**config.mk**
```make
export PLATFORM = sky130hd
export DESIGN_NAME = dlmb_host_flat
export DESIGN_NICKNAME = d
export VERILOG_FILES = /design/src/hdl/dlmb_pkg.sv /design/src/hdl/dlmb_if.sv /design/src/hdl/dlmb_fifo.sv /design/src/hdl/dlmb_host.sv /design/src/flat_wrapper.sv
export SDC_FILE = /design/constraint.sdc
export NUM_CORES = 1
export LEC_CHECK = 0
export ABC_AREA = 1
export BUFFER_PORTS_ARGS = -buffer_cell sky130_fd_sc_hd__buf_2
export CORE_MARGIN = 5
export CORE_UTILIZATION = 50
export CTS_BUF_LIST = sky130_fd_sc_hd__clkbuf_2 sky130_fd_sc_hd__clkbuf_4 sky130_fd_sc_hd__clkbuf_8
export CTS_CLUSTER_SIZE = 14
export DETAILED_ROUTE_END_ITERATION = 10
export GPL_ROUTABILITY_DRIVEN = 0
export PLACE_DENSITY = 0.7
export RECOVER_POWER = 50
export REMOVE_ABC_BUFFERS = 1
export SLEW_MARGIN = 25
export SYNTH_ARGS = -nofsm -noshare
export SYNTH_HDL_FRONTEND = slang
export SYNTH_SLANG_ARGS = --single-unit
```
**constraint.sdc**
```tcl
create_clock -name MCLK_IN -period 2.95 [get_ports MCLK_IN]
set_input_delay 0.59 -clock MCLK_IN [delete_from_list [all_inputs] [get_ports MCLK_IN]]
set_output_delay 0.59 -clock MCLK_IN [all_outputs]
set_load 0.02 [all_outputs]
```
**src/hdl/dlmb_pkg.sv**
```systemverilog
package dlmb_pkg;

  // ----------------------------------------------------------------
  // mode register addresses and field layout
  // ----------------------------------------------------------------
  localparam logic [5:0] LMR_ADDR    = 6'h02;
  localparam logic [5:0] SPC_ADDR    = 6'h0d;
  localparam int         RL_LSB      = 0;
  localparam int         WL_LSB      = 3;
  localparam int         WLS_BIT     = 6;
  localparam int         WLEV_BIT    = 7;
  localparam int         SETPOINT_WRITE_SELECT_BIT  = 6;
  localparam int         SETPOINT_OPERATE_SELECT_BIT  = 7;
  localparam logic [7:0] LMR_RESET   = 8'h00;
  localparam logic       SPC_RESET   = 1'b0;
  localparam int         LAT_W       = 6;

  // ----------------------------------------------------------------
  // burst geometry
  // ----------------------------------------------------------------
  localparam logic [4:0] LAST_BEAT16 = 5'h0f;
  localparam logic [4:0] LAST_BEAT32 = 5'h1f;

  // ----------------------------------------------------------------
  // latency tables, index is the three-bit code
  // ----------------------------------------------------------------
  localparam logic [5:0] RL_TAB_N [8] = '{6'h06, 6'h0a, 6'h0e, 6'h14,
                                          6'h18, 6'h1c, 6'h20, 6'h24};
  localparam logic [5:0] RL_TAB_I [8] = '{6'h06, 6'h0c, 6'h10, 6'h16,
                                          6'h1c, 6'h20, 6'h24, 6'h28};
  localparam logic [5:0] RTP_TAB  [8] = '{6'h08, 6'h08, 6'h08, 6'h08,
                                          6'h0a, 6'h0c, 6'h0e, 6'h10};
  localparam logic [5:0] WL_TAB_A [8] = '{6'h04, 6'h06, 6'h08, 6'h0a,
                                          6'h0c, 6'h0e, 6'h10, 6'h12};
  localparam logic [5:0] WL_TAB_B [8] = '{6'h04, 6'h08, 6'h0c, 6'h12,
                                          6'h12, 6'h12, 6'h12, 6'h12};

  // ----------------------------------------------------------------
  // link commands
  // ----------------------------------------------------------------
  typedef enum logic [2:0] {
    CMD_NOP = 3'b000,
    CMD_MRW = 3'b001,
    CMD_MRR = 3'b010,
    CMD_WR  = 3'b011,
    CMD_RD  = 3'b100,
    CMD_PRE = 3'b101
  } dlmb_cmd_t;

  // ----------------------------------------------------------------
  // controller software registers
  // ----------------------------------------------------------------
  localparam int         REG_AW   = 8;
  localparam logic [7:0] HR_CMD   = 8'h00;
  localparam logic [7:0] HR_COL   = 8'h04;
  localparam logic [7:0] HR_WDATA = 8'h08;
  localparam logic [7:0] HR_STAT  = 8'h0c;

endpackage

```
**src/hdl/dlmb_if.sv**
```systemverilog
`timescale 1ns/1ps
interface dlmb_if #(parameter int DATA_W = 16);
  logic                cmd_valid;
  dlmb_pkg::dlmb_cmd_t cmd;
  logic [5:0]          ma;
  logic [7:0]          op;
  logic                bl32;
  logic [9:2]          col;
  logic                wvalid;
  logic [DATA_W-1:0]   wdata;
  logic                mrr_valid;
  logic [7:0]          mrr_data;

  modport host (output cmd_valid, cmd, ma, op, bl32, col, wvalid, wdata,
                input  mrr_valid, mrr_data);
  modport dev  (input  cmd_valid, cmd, ma, op, bl32, col, wvalid, wdata,
                output mrr_valid, mrr_data);
endinterface

```
**src/hdl/dlmb_fifo.sv**
```systemverilog
`timescale 1ns/1ps
module dlmb_fifo #(
  parameter int WIDTH = 16,
  parameter int DEPTH = 8
) (
  input  wire logic             MCLK_IN,
  input  wire logic             RST_N_IN,
  input  wire logic             IN_VALID_IN,
  output logic                  IN_READY_OUT,
  input  wire logic [WIDTH-1:0] IN_DATA_IN,
  output logic                  OUT_VALID_OUT,
  input  wire logic             OUT_READY_IN,
  output logic [WIDTH-1:0]      OUT_DATA_OUT
);
  localparam int AW = $clog2(DEPTH);
  localparam logic [AW:0]   FULL_CNT = (AW+1)'(DEPTH);
  localparam logic [AW-1:0] LAST_PTR = AW'(DEPTH - 1);

  logic [WIDTH-1:0] mem_q [DEPTH];
  logic [AW-1:0]    wr_ptr_q;
  logic [AW-1:0]    rd_ptr_q;
  logic [AW:0]      count_q;
  logic             push;
  logic             pop;

  assign IN_READY_OUT  = (count_q != FULL_CNT);
  assign OUT_VALID_OUT = (count_q != '0);
  assign OUT_DATA_OUT  = mem_q[rd_ptr_q];
  assign push          = IN_VALID_IN && IN_READY_OUT;
  assign pop           = OUT_VALID_OUT && OUT_READY_IN;

  always_ff @(posedge MCLK_IN) begin
    if (push) begin
      mem_q[wr_ptr_q] <= IN_DATA_IN;
    end
  end

  always_ff @(posedge MCLK_IN or negedge RST_N_IN) begin
    if (!RST_N_IN) begin
      wr_ptr_q <= '0;
      rd_ptr_q <= '0;
      count_q  <= '0;
    end else begin
      if (push) begin
        wr_ptr_q <= (wr_ptr_q == LAST_PTR) ? '0 : wr_ptr_q + 1'b1;
      end
      if (pop) begin
        rd_ptr_q <= (rd_ptr_q == LAST_PTR) ? '0 : rd_ptr_q + 1'b1;
      end
      count_q <= count_q + {{AW{1'b0}}, push} - {{AW{1'b0}}, pop};
    end
  end
endmodule

```
**src/hdl/dlmb_host.sv**
```systemverilog
// Strobed register access is this design's own decision.
`timescale 1ns/1ps
module dlmb_host #(
  parameter int DATA_W     = 16,
  parameter int FIFO_DEPTH = 8
) (
  input  wire logic                        MCLK_IN,
  input  wire logic                        RST_N_IN,
  input  wire logic                        READ_INVERSION_IN,
  input  wire logic [dlmb_pkg::REG_AW-1:0] REG_ADDR_IN,
  input  wire logic [31:0]                 REG_WDATA_IN,
  input  wire logic                        REG_WR_IN,
  input  wire logic                        REG_RD_IN,
  output logic [31:0]                      REG_RDATA_OUT,
  output logic                             WDATA_READY_OUT,
  dlmb_if.host                             LINK
);
  import dlmb_pkg::*;

  typedef enum logic [1:0] {
    H_IDLE  = 2'b00,
    H_WAIT  = 2'b01,
    H_BEATS = 2'b10
  } dlmb_hstate_t;

  dlmb_hstate_t      state_q;
  dlmb_cmd_t         pcmd_q;
  logic              pbl32_q, pend_q, refused_q, mrr_done_q, wrlev_q;
  logic [5:0]        pma_q;
  logic [7:0]        pop_q, mrr_q;
  logic [9:0]        col_q;
  logic [7:0]        shadow_q [2];
  logic              setpoint_write_select_q, setpoint_operate_select_q;
  logic [LAT_W-1:0]  wait_q, rtp_cnt_q, wl, rtp;
  logic [4:0]        beat_q;
  logic [DATA_W-1:0] fifo_data;
  logic              fifo_valid, sending, emit, launch, cmd_wr, stat_rd;
  logic [7:0]        act;
  dlmb_cmd_t         new_cmd;

  // ----------------------------------------------------------------
  // write data buffer
  // ----------------------------------------------------------------
  dlmb_fifo #(.WIDTH(DATA_W), .DEPTH(FIFO_DEPTH)) u_fifo (
    .MCLK_IN       (MCLK_IN),
    .RST_N_IN      (RST_N_IN),
    .IN_VALID_IN   (REG_WR_IN && (REG_ADDR_IN == HR_WDATA)),
    .IN_READY_OUT  (WDATA_READY_OUT),
    .IN_DATA_IN    (REG_WDATA_IN[DATA_W-1:0]),
    .OUT_VALID_OUT (fifo_valid),
    .OUT_READY_IN  (emit),
    .OUT_DATA_OUT  (fifo_data)
  );

  // ----------------------------------------------------------------
  // operating latencies from the shadow of the active set point
  // ----------------------------------------------------------------
  assign act     = shadow_q[setpoint_operate_select_q];
  assign wl      = act[WLS_BIT] ? WL_TAB_B[act[WL_LSB+:3]] : WL_TAB_A[act[WL_LSB+:3]];
  assign rtp     = RTP_TAB[act[RL_LSB+:3]];
  assign new_cmd = dlmb_cmd_t'(REG_WDATA_IN[2:0]);
  assign cmd_wr  = REG_WR_IN && (REG_ADDR_IN == HR_CMD);
  assign stat_rd = REG_RD_IN && (REG_ADDR_IN == HR_STAT);
  assign launch  = pend_q && (state_q == H_IDLE) && !((pcmd_q == CMD_PRE) && (rtp_cnt_q != '0));
  assign sending = ((state_q == H_WAIT) && (wait_q == 6'h01)) || (state_q == H_BEATS);
  assign emit    = sending && fifo_valid;

  // ----------------------------------------------------------------
  // command capture
  // ----------------------------------------------------------------
  always_ff @(posedge MCLK_IN or negedge RST_N_IN) begin
    if (!RST_N_IN) begin
      pend_q    <= 1'b0;
      refused_q <= 1'b0;
      pcmd_q    <= CMD_NOP;
      pbl32_q   <= 1'b0;
      pma_q     <= 6'h00;
      pop_q     <= 8'h00;
      col_q     <= 10'h000;
    end else begin
      if (REG_WR_IN && (REG_ADDR_IN == HR_COL)) begin
        col_q <= REG_WDATA_IN[9:0];
      end
      if (launch) begin
        pend_q <= 1'b0;
      end
      if (cmd_wr) begin
        if (pend_q || (state_q != H_IDLE) || (wrlev_q && !((new_cmd == CMD_MRW) &&
            (REG_WDATA_IN[9:4] == LMR_ADDR) && !REG_WDATA_IN[10+WLEV_BIT]))) begin
          refused_q <= 1'b1;
        end else begin
          refused_q <= 1'b0;
          pend_q    <= 1'b1;
          pcmd_q    <= new_cmd;
          pbl32_q   <= REG_WDATA_IN[3];
          pma_q     <= REG_WDATA_IN[9:4];
          pop_q     <= REG_WDATA_IN[17:10];
        end
      end
    end
  end

  // ----------------------------------------------------------------
  // link command drive
  // ----------------------------------------------------------------
  always_ff @(posedge MCLK_IN or negedge RST_N_IN) begin
    if (!RST_N_IN) begin
      LINK.cmd_valid <= 1'b0;
      LINK.cmd       <= CMD_NOP;
      LINK.ma        <= 6'h00;
      LINK.op        <= 8'h00;
      LINK.bl32      <= 1'b0;
      LINK.col       <= 8'h00;
    end else begin
      LINK.cmd_valid <= launch;
      if (launch) begin
        LINK.cmd  <= pcmd_q;
        LINK.ma   <= pma_q;
        LINK.op   <= pop_q;
        LINK.bl32 <= pbl32_q;
        LINK.col  <= (pcmd_q == CMD_WR) ?
                     {col_q[9:5], col_q[4] && !pbl32_q, 2'b00} : col_q[9:2];
      end
    end
  end

  // ----------------------------------------------------------------
  // shadow of device mode state
  // ----------------------------------------------------------------
  always_ff @(posedge MCLK_IN or negedge RST_N_IN) begin
    if (!RST_N_IN) begin
      shadow_q[0] <= LMR_RESET;
      shadow_q[1] <= LMR_RESET;
      setpoint_write_select_q    <= SPC_RESET;
      setpoint_operate_select_q    <= SPC_RESET;
      wrlev_q     <= 1'b0;
    end else if (launch && (pcmd_q == CMD_MRW)) begin
      if (pma_q == LMR_ADDR) begin
        shadow_q[setpoint_write_select_q] <= pop_q;
        wrlev_q            <= pop_q[WLEV_BIT];
      end
      if (pma_q == SPC_ADDR) begin
        setpoint_write_select_q <= pop_q[SETPOINT_WRITE_SELECT_BIT];
        setpoint_operate_select_q <= pop_q[SETPOINT_OPERATE_SELECT_BIT];
      end
    end
  end

  // ----------------------------------------------------------------
  // write burst timing and read-to-precharge count
  // ----------------------------------------------------------------
  always_ff @(posedge MCLK_IN or negedge RST_N_IN) begin
    if (!RST_N_IN) begin
      state_q     <= H_IDLE;
      wait_q      <= 6'h00;
      rtp_cnt_q   <= 6'h00;
      beat_q      <= 5'h00;
      LINK.wvalid <= 1'b0;
      LINK.wdata  <= '0;
    end else begin
      LINK.wvalid <= emit;
      if (emit) begin
        LINK.wdata <= fifo_data;
      end
      if (launch && (pcmd_q == CMD_RD)) begin
        rtp_cnt_q <= rtp;
      end else if (rtp_cnt_q != '0) begin
        rtp_cnt_q <= rtp_cnt_q - 1'b1;
      end
      unique case (state_q)
        H_IDLE: begin
          if (launch && (pcmd_q == CMD_WR)) begin
            state_q <= H_WAIT;
            wait_q  <= wl;
            beat_q  <= 5'h00;
          end
        end
        H_WAIT: begin
          if (wait_q != 6'h01) begin
            wait_q <= wait_q - 1'b1;
          end else if (emit) begin
            state_q <= H_BEATS;
            beat_q  <= beat_q + 1'b1;
          end
        end
        H_BEATS: begin
          if (emit) begin
            beat_q <= beat_q + 1'b1;
            if (beat_q == (pbl32_q ? LAST_BEAT32 : LAST_BEAT16)) begin
              state_q <= H_IDLE;
            end
          end
        end
        default: state_q <= H_IDLE;
      endcase
    end
  end

  // ----------------------------------------------------------------
  // mode register read result and software read port
  // ----------------------------------------------------------------
  always_ff @(posedge MCLK_IN or negedge RST_N_IN) begin
    if (!RST_N_IN) begin
      mrr_q         <= 8'h00;
      mrr_done_q    <= 1'b0;
      REG_RDATA_OUT <= 32'h0000_0000;
    end else begin
      if (LINK.mrr_valid) begin
        mrr_q      <= LINK.mrr_data;
        mrr_done_q <= 1'b1;
      end else if (stat_rd) begin
        mrr_done_q <= 1'b0;
      end
      REG_RDATA_OUT <= 32'h0000_0000;
      if (REG_RD_IN) begin
        unique case (REG_ADDR_IN)
          HR_CMD:  REG_RDATA_OUT <= {14'h0000, pop_q, pma_q, pbl32_q, pcmd_q};
          HR_COL:  REG_RDATA_OUT <= {22'h000000, col_q};
          HR_STAT: REG_RDATA_OUT <= {2'h0, rtp, 2'h0, wl, mrr_q, 2'h0, READ_INVERSION_IN,
                                     WDATA_READY_OUT, mrr_done_q, refused_q, wrlev_q,
                                     pend_q || (state_q != H_IDLE)};
          default: REG_RDATA_OUT <= 32'h0000_0000;
        endcase
      end
    end
  end
endmodule

```
**src/flat_wrapper.sv**
```systemverilog
// flat-port wrapper written by rule: the top's interface ports become plain ports
module dlmb_host_flat import dlmb_pkg::*;
#(
  parameter int DATA_W     = 16,
  parameter int FIFO_DEPTH = 8
)
  (MCLK_IN, RST_N_IN, READ_INVERSION_IN, REG_ADDR_IN, REG_WDATA_IN, REG_WR_IN, REG_RD_IN, REG_RDATA_OUT, WDATA_READY_OUT, LINK_cmd_valid, LINK_cmd, LINK_ma, LINK_op, LINK_bl32, LINK_col, LINK_wvalid, LINK_wdata, LINK_mrr_valid, LINK_mrr_data);
  dlmb_if #(.DATA_W(DATA_W)) LINK_i ();
  input  wire logic MCLK_IN;
  input  wire logic RST_N_IN;
  input  wire logic READ_INVERSION_IN;
  input  wire logic [dlmb_pkg::REG_AW-1:0] REG_ADDR_IN;
  input  wire logic [31:0] REG_WDATA_IN;
  input  wire logic REG_WR_IN;
  input  wire logic REG_RD_IN;
  output logic [31:0] REG_RDATA_OUT;
  output logic WDATA_READY_OUT;
  output wire logic [$bits(LINK_i.cmd_valid)-1:0] LINK_cmd_valid;
  output wire logic [$bits(LINK_i.cmd)-1:0] LINK_cmd;
  output wire logic [$bits(LINK_i.ma)-1:0] LINK_ma;
  output wire logic [$bits(LINK_i.op)-1:0] LINK_op;
  output wire logic [$bits(LINK_i.bl32)-1:0] LINK_bl32;
  output wire logic [$bits(LINK_i.col)-1:0] LINK_col;
  output wire logic [$bits(LINK_i.wvalid)-1:0] LINK_wvalid;
  output wire logic [$bits(LINK_i.wdata)-1:0] LINK_wdata;
  input wire logic [$bits(LINK_i.mrr_valid)-1:0] LINK_mrr_valid;
  input wire logic [$bits(LINK_i.mrr_data)-1:0] LINK_mrr_data;
  assign LINK_cmd_valid = LINK_i.cmd_valid;
  assign LINK_cmd = LINK_i.cmd;
  assign LINK_ma = LINK_i.ma;
  assign LINK_op = LINK_i.op;
  assign LINK_bl32 = LINK_i.bl32;
  assign LINK_col = LINK_i.col;
  assign LINK_wvalid = LINK_i.wvalid;
  assign LINK_wdata = LINK_i.wdata;
  assign LINK_i.mrr_valid = LINK_mrr_valid;
  assign LINK_i.mrr_data = LINK_mrr_data;
  dlmb_host #(.DATA_W(DATA_W), .FIFO_DEPTH(FIFO_DEPTH)) u_core (.MCLK_IN(MCLK_IN), .RST_N_IN(RST_N_IN), .READ_INVERSION_IN(READ_INVERSION_IN), .REG_ADDR_IN(REG_ADDR_IN), .REG_WDATA_IN(REG_WDATA_IN), .REG_WR_IN(REG_WR_IN), .REG_RD_IN(REG_RD_IN), .REG_RDATA_OUT(REG_RDATA_OUT), .WDATA_READY_OUT(WDATA_READY_OUT), .LINK(LINK_i));
endmodule
```
==> results of run 1 <==
[layer usage]
layer	vias up	global-route usage [%]	part of all wire (%)
met3	49	4.74	7.4
li1	4254	-	-
met5	-	0	0
met1	4159	29.6	45
met2	303	32.7	46
met4	0	6.09	2.1
[where the power goes]
part	internal (mW)	switching, mW	total, mW
Clock	1.76	1.46	3.22
Sequential	4.46	0.240	4.70
Combinational	0.954	1.90	2.86
Total	7.18	3.61	10.8
[critical path, cell delays in order]
cell and delay [ps]:
buf_2 90, nor2_1 100, nand2_1 220, nor3_1 1170, inv_4 250, a21oi_4 420
and2_1 180
[cells by family (layout without fill, tap and decap cells)]
kind of cell    count (synthesis)  in the layout  share of synthesized area (%)
flops                         282            282                           64.2
fa+ha+maj                      23             23                           2.46
buf+inv                       158            321                           5.41
simple gates                  508            508                           17.5
other cells                     1              7                         0.0313
xor+xnor                        9              9                          0.658
compound gates                221            221                           9.73
[sequential cells by signal, summed over array words and instances (netlist names), 2 cells and up]
signal                  cells
u_core.pop_q                8
u_core.wait_q               6
u_core.pma_q                6
u_core.LINK.wdata          16
u_core.beat_q               5
u_core.REG_RDATA_OUT       25
u_core.rtp_cnt_q            6
u_core.col_q               10
u_core.LINK.col             8
u_core.u_fifo.mem_q       128
u_core.mrr_q                8
u_core.LINK.ma              6
u_core.LINK.cmd             3
u_core.u_fifo.rd_ptr_q      3
u_core.pcmd_q               3
u_core.state_q              2
u_core.LINK.op              8
u_core.u_fifo.wr_ptr_q      3
u_core.u_fifo.count_q       4
u_core.shadow_q            14
[final cells by class]
cell class	count	area, µm²	area share [%]
Sequential cell	282	7700	55.8
Multi-Input combinational cell	768	3680	26.7
Clock buffer	63	811	5.88
Timing Repair Buffer	139	741	5.37
Inverter	106	400	2.90
Tap cell	319	399	2.89
Clock inverter	13	61.3	0.445
[worst max path at each step]
stage / start / slack (ps) / endpoint
after floorplan: REG_ADDR_IN[7] / -10 / u_core.u_fifo.mem_q[5][0]
after global placement: REG_ADDR_IN[1] / 440 / u_core.u_fifo.count_q[2]
after detailed placement: REG_ADDR_IN[1] / 400 / u_core.u_fifo.count_q[2]
after CTS: u_core.wait_q[1] / 550 / u_core.u_fifo.count_q[2]
after global routing: REG_ADDR_IN[7] / 210 / u_core.REG_RDATA_OUT[0]
final: REG_ADDR_IN[5] / 410 / u_core.REG_RDATA_OUT[17]
[per-stage QoR]
step | power (mW) | util [%] | TNS, ps | worst slack (ps) | instances
global placement | 7.57 | 55.2 | 0 | 442 | 1614
detailed placement | 7.65 | 55.2 | 0 | 404 | 1614
CTS | 10.9 | 58.9 | 0 | 554 | 1690
finish | 10.8 | 58.6 | 0 | 412 | 1690
floorplan | 6.66 | - | -618 | -9.66 | 1156
global route | 11.5 | 58.6 | 0 | 210 | 1690
[synth_stat cells (7+ instances only)]
master / number / share of area, %
o21ai_1: 16 / 0.67
inv_1: 101 / 3.2
nor2_1: 144 / 4.5
nand4_1: 7 / 0.37
clkbuf_1: 25 / 0.78
a31oi_1: 16 / 0.83
edfxtp_1: 128 / 32
ha_1: 22 / 2.3
buf_2: 18 / 0.75
nor3_1: 17 / 0.71
buf_4: 8 / 0.50
a21oi_1: 14 / 0.58
nand2_1: 274 / 8.6
o21ai_0: 160 / 6.7
nand3_1: 52 / 2.2
dfrtp_1: 154 / 32
==> impl_metrics.env, run 1 <==
export IMPL_syn_area_um2=12000
export IMPL_clock_skew_ps=19.6
export IMPL_num_vias=8765
export IMPL_layout_cells_most_common="nand2_1"
export IMPL_ys_ff_latch=282
export IMPL_synthArstFlopShare_pct=54.6
export IMPL_tritoncts="built"
export IMPL_start_util_pct=50.9
export IMPL_grt_antenna_before_repair=0
export IMPL_fillerInstances=2059
export IMPL_grt_pass1_vias=8476
export IMPL_hold_path_class="input port to register"
export IMPL_drt_wl_total_mm=27.9
export IMPL_final_nets=1419
export IMPL_rsz0062_at_grt="no"
export IMPL_status="finished, violations left"
export IMPL_crit_fanout=11
export IMPL_die_area_um2=27200
export IMPL_p_leak_nw=6.19
export IMPL_hold_buffers=0
export IMPL_drtAntennaViolNets=0
export IMPL_yosysSeqAreaShare_pct=64.2
export IMPL_rows=56
export IMPL_overflow=0
export IMPL_clkLatencyLatePin_ps=560
export IMPL_arrival_ps=3030
export IMPL_grt_max_degree=73
export IMPL_grt_total_usage_pct=20.9
export IMPL_p_per_area_nw_per_um2=782
export IMPL_ios=131
export IMPL_synth_ff_type="dfrtp_1"
export IMPL_dpl_cell_area_um2=13000
export IMPL_min_period_ps=2540
export IMPL_violations="max-capacitance violations, max-slew violations"
export IMPL_drv_cap=1
export IMPL_min_to="u_core.mrr_q[2]"
export IMPL_numCtsBuffers=45
export IMPL_avgRoutedWirePerCell_um=16.5
export IMPL_hold_slack_ps=245
export IMPL_synth_edf_count=128
export IMPL_finalInstanceArea_um2=13800
export IMPL_io_buffers=109
export IMPL_r2r_slack_ps=550
export IMPL_start_kind="input port"
export IMPL_post_cts_repair_setup_buffers=0
export IMPL_die_h_um=165
export IMPL_setup_violations=0
export IMPL_antennaDiodeCount=0
export IMPL_hold_start="LINK_mrr_data[2]"
export IMPL_slew_violations=72
export IMPL_first_pass_iters=5
export IMPL_layout_common_cells="276 x nand2_1, 163 x o21ai_0, 154 x dfrtp_1"
export IMPL_crit_type="input port to register"
export IMPL_cts_root_buf="clkbuf_8"
export IMPL_clk_pin_slew_ps=60
export IMPL_fmax_ghz=0.394
export IMPL_ir_drop_v=0.000445
export IMPL_drc=0
export IMPL_postSynthAreaPerCell_um2=9.97
export IMPL_fin_crit_sh_pct=86.0
export IMPL_final_layout_size_suffix_gt1_share_pct=14.8
export IMPL_end_kind="register"
export IMPL_tightest_slew_ps=1970
export IMPL_cp_required_ps=3440
export IMPL_htree_num_levels=2
export IMPL_area_growth_pct=15.0
export IMPL_netlist_instances=1202
export IMPL_reg2reg_to="u_core.u_fifo.count_q[2]"
export IMPL_die_w_um=165
export IMPL_ys_types=41
export IMPL_cts_buffer_depth=3
export IMPL_holdPathStages=3
export IMPL_core_area_um2=23500
export IMPL_yosys_warnings=0
export IMPL_drtIter0Drc=617
export IMPL_grt_pass1_wl_mm=44.3
export IMPL_post_cts_resized=0
export IMPL_viasPerCell=5.19
export IMPL_dpl_hpwl_mm=18.1
export IMPL_reg2reg_depth=14
export IMPL_cts_sinks=282
export IMPL_slew_headroom_pct=-31.5
export IMPL_r2r_start="u_core.wait_q[1]"
export IMPL_final_hold_violation_count=0
(Power assumes the default switching activity.)
==> inputs of run 2 (changes only) <==
- ABC_AREA: 1 -> not set
- REMOVE_ABC_BUFFERS: 1 -> not set
==> run 2 against run 1 <==
  * Clock power rose by 8.4%
  * Count of clock-buffer cells in the layout rose by 3
  * Total power rose by 1.3%
  * Utilization rose by 1.0 points
  * Routed wire length fell by 10%
  * The flow still finishes with violations (max-capacitance violations, max-slew violations)
  * Synthesized cell count fell by 38%
  * Worst setup slack improved by 38 ps
  * Die area fell by 0.80%
  * Synthesized area fell by 0.85%
  * Sequential cell count did not move
==> impl_metrics.env, run 2 <==
export IMPL_fin_util_pct=59.6
export IMPL_crit_type="register to register"
export IMPL_drt_wl_total_mm=25.1
export IMPL_start_kind="register"
export IMPL_postSynthAreaPerCell_um2=16.0
export IMPL_die_h_um=164
export IMPL_hold_path_class="input port to register"
export IMPL_grt_pass1_wl_mm=40.2
export IMPL_ios=131
export IMPL_final_hold_violation_count=0
export IMPL_syn_area_um2=11900
export IMPL_yosysMostFrequentCell="dfrtp_1"
export IMPL_largest_reg_flops=128
export IMPL_die_w_um=164
export IMPL_placed_cells=1182
export IMPL_drtIter0Drc=365
export IMPL_yosys_warnings=0
export IMPL_p_leak_nw=5.89
export IMPL_rows=56
export IMPL_clk_pin_slew_ps=60
export IMPL_violations="max-capacitance violations, max-slew violations"
export IMPL_ir_drop_v=0.000375
export IMPL_yosysSeqAreaShare_pct=64.8
export IMPL_dpl_hpwl_mm=16.8
export IMPL_finalInstanceArea_um2=14000
export IMPL_avgRoutedWirePerCell_um=19.8
export IMPL_setup_violations=0
export IMPL_ys_top_cells_by_count="154 x dfrtp_1, 131 x mux2_2, 128 x edfxtp_1"
export IMPL_layout_common_cells="153 x dfrtp_1, 129 x mux2_2, 128 x edfxtp_1"
export IMPL_clkLatencyLatePin_ps=560
export IMPL_area_growth_pct=17.7
export IMPL_tritoncts="built"
export IMPL_synthArstFlopShare_pct=54.6
export IMPL_ys_types=66
export IMPL_antennaDiodeCount=0
export IMPL_post_cts_repair_setup_buffers=0
export IMPL_p_total_mw=10.9
export IMPL_dr_wl_met2_mm=12.1
export IMPL_slew_violations=60
export IMPL_m1WireLength_mm=11.2
export IMPL_slew_headroom_pct=-3.04
export IMPL_core_area_um2=23500
export IMPL_grt_pass1_vias=7342
export IMPL_synth_largest_area_cell="dfrtp_1"
export IMPL_numCtsBuffers=45
export IMPL_netlist_instances=743
export IMPL_dpl_cell_area_um2=13100
export IMPL_synth_edf_count=128
export IMPL_synth_ff_type="dfrtp_1"
export IMPL_viasPerCell=5.49
export IMPL_final_layout_size_suffix_gt1_share_pct=40.8
export IMPL_hold_buffers=0
export IMPL_regMostFlops="u_core.u_fifo.mem_q"
export IMPL_start_util_pct=50.6
export IMPL_clock_skew_ps=27.0
export IMPL_p_per_area_nw_per_um2=781
export IMPL_final_nets=987
export IMPL_cts_root_buf="clkbuf_8"
export IMPL_drc=0
export IMPL_fillerInstances=1790
export IMPL_grt_total_usage_pct=19.2
export IMPL_setup_tns_ps=0
export IMPL_end_kind="register"
export IMPL_ys_ff_latch=282
export IMPL_reg_top3="u_core.u_fifo.mem_q (128), u_core.REG_RDATA_OUT (25), u_core.LINK.wdata (16)"
export IMPL_htree_num_levels=2
export IMPL_rsz0062_at_grt="no"
export IMPL_fin_crit_sh_pct=84.8
export IMPL_num_vias=6955
export IMPL_drtAntennaViolNets=0
export IMPL_status="finished, violations left"
export IMPL_arrival_ps=2920
export IMPL_die_area_um2=27000
export IMPL_post_cts_resized=0
export IMPL_netlist_top_cells_area="dfrtp_1 32%, edfxtp_1 32%, mux2_2 12%, mux4_2 6.1%, ha_1 2.3%"
export IMPL_overflow=0
export IMPL_met3_length_mm=1.29
export IMPL_fmax_ghz=0.400
export IMPL_io_buffers=109
export IMPL_multi_input_area_um2=3990
export IMPL_final_cells=1266
export IMPL_regArea_um2=7700
export IMPL_cts_sinks=282
export IMPL_first_pass_iters=4
export IMPL_tightest_slew_ps=1550
export IMPL_min_period_ps=2500
export IMPL_grt_antenna_before_repair=0
export IMPL_synth_top_area_share_pct=32.4
export IMPL_layout_cells_most_common="dfrtp_1"
export IMPL_crit_fanout=3
export IMPL_cp_required_ps=3370
export IMPL_cts_buffer_depth=3
export IMPL_top_layer_used="met4"
export IMPL_drv_cap=1
export IMPL_grt_max_degree=60
==> run 2: cell types whose count changed after synthesis, moves of 16 or more <==
cell,change
inv_1,-76
mux2_2,+131
mux4_2,+32
nand2_1,-256
nand3_1,-41
nor2_1,-110
o21ai_0,-150
o21ai_1,-16
==> run 2: final cells by class <==
| class | count | area share, % |
|---|---|---|
| Sequential cell | 282 | 55.0 |
| Clock inverter | 18 | 0.948 |
| Timing Repair Buffer | 151 | 5.95 |
| Clock buffer | 66 | 6.00 |
| Multi-Input combinational cell | 404 | 28.5 |
| Tap cell | 319 | 2.85 |
| Inverter | 26 | 0.698 |
==> run 2: final timing paths <==
kind	start	end	slack, ps	cells past startpoint
max	u_core.u_fifo.count_q[3]	u_core.u_fifo.count_q[2]	450	11
min	LINK_mrr_data[7]	u_core.mrr_q[7]	290	2
max reg2reg	u_core.u_fifo.count_q[3]	u_core.u_fifo.count_q[2]	450	11
min reg2reg	u_core.LINK.wdata[2]	u_core.LINK.wdata[2]	500	1
max in group asynchronous	RST_N_IN	u_core.shadow_q[8]	670	2
min in group asynchronous	RST_N_IN	u_core.LINK.wdata[6]	400	1
==> run 2: metal layers <==
layer	vias to the layer above	global-route usage (%)
li1	3149	-
met1	3586	26.0
met2	179	31.1
met3	41	4.32
met4	0	5.83
met5	-	0
==> run 2: worst max-delay path, cell delays in order (launching register included) <==
cell and delay [ps]:
dfrtp_1 380, ha_1 170, nor3b_1 140, buf_4 170, nor4b_4 340, inv_2 70, ha_1 290, inv_1 60
ha_1 160, inv_1 60, fa_1 400, xnor2_1 130
==> run 2: report_power, final <==
part           internal (mW)  switching (mW)
clock network           2.01            1.49
logic                   1.33            1.36
registers               4.44           0.296
total                   7.77            3.15
==> run 2: kinds of logic (layout without fill, tap and decap cells) <==
logic type                 Yosys count  in the layout  synth area share, %
and+or+nand+nor                    124            124                 6.34
other                                1              7               0.0315
xor gates and xnor gates             6              6                0.442
muxes                              169            169                 19.0
adders and majority gates           23             23                 2.48
AOI/OAI and AO/OA                   75             75                 4.54
DFF                                282            282                 64.8
buffers and inverters               63            261                 2.44
==> run 2: through the flow <==
step / hold slack (ps) / setup WS, ps
2_1_floorplan: 294 / -792
3_3_place_gp: 484 / 109
3_5_place_dp: 489 / 105
4_1_cts: 5.17 / 436
5_1_grt: 268 / 217
6_report: 286 / 449
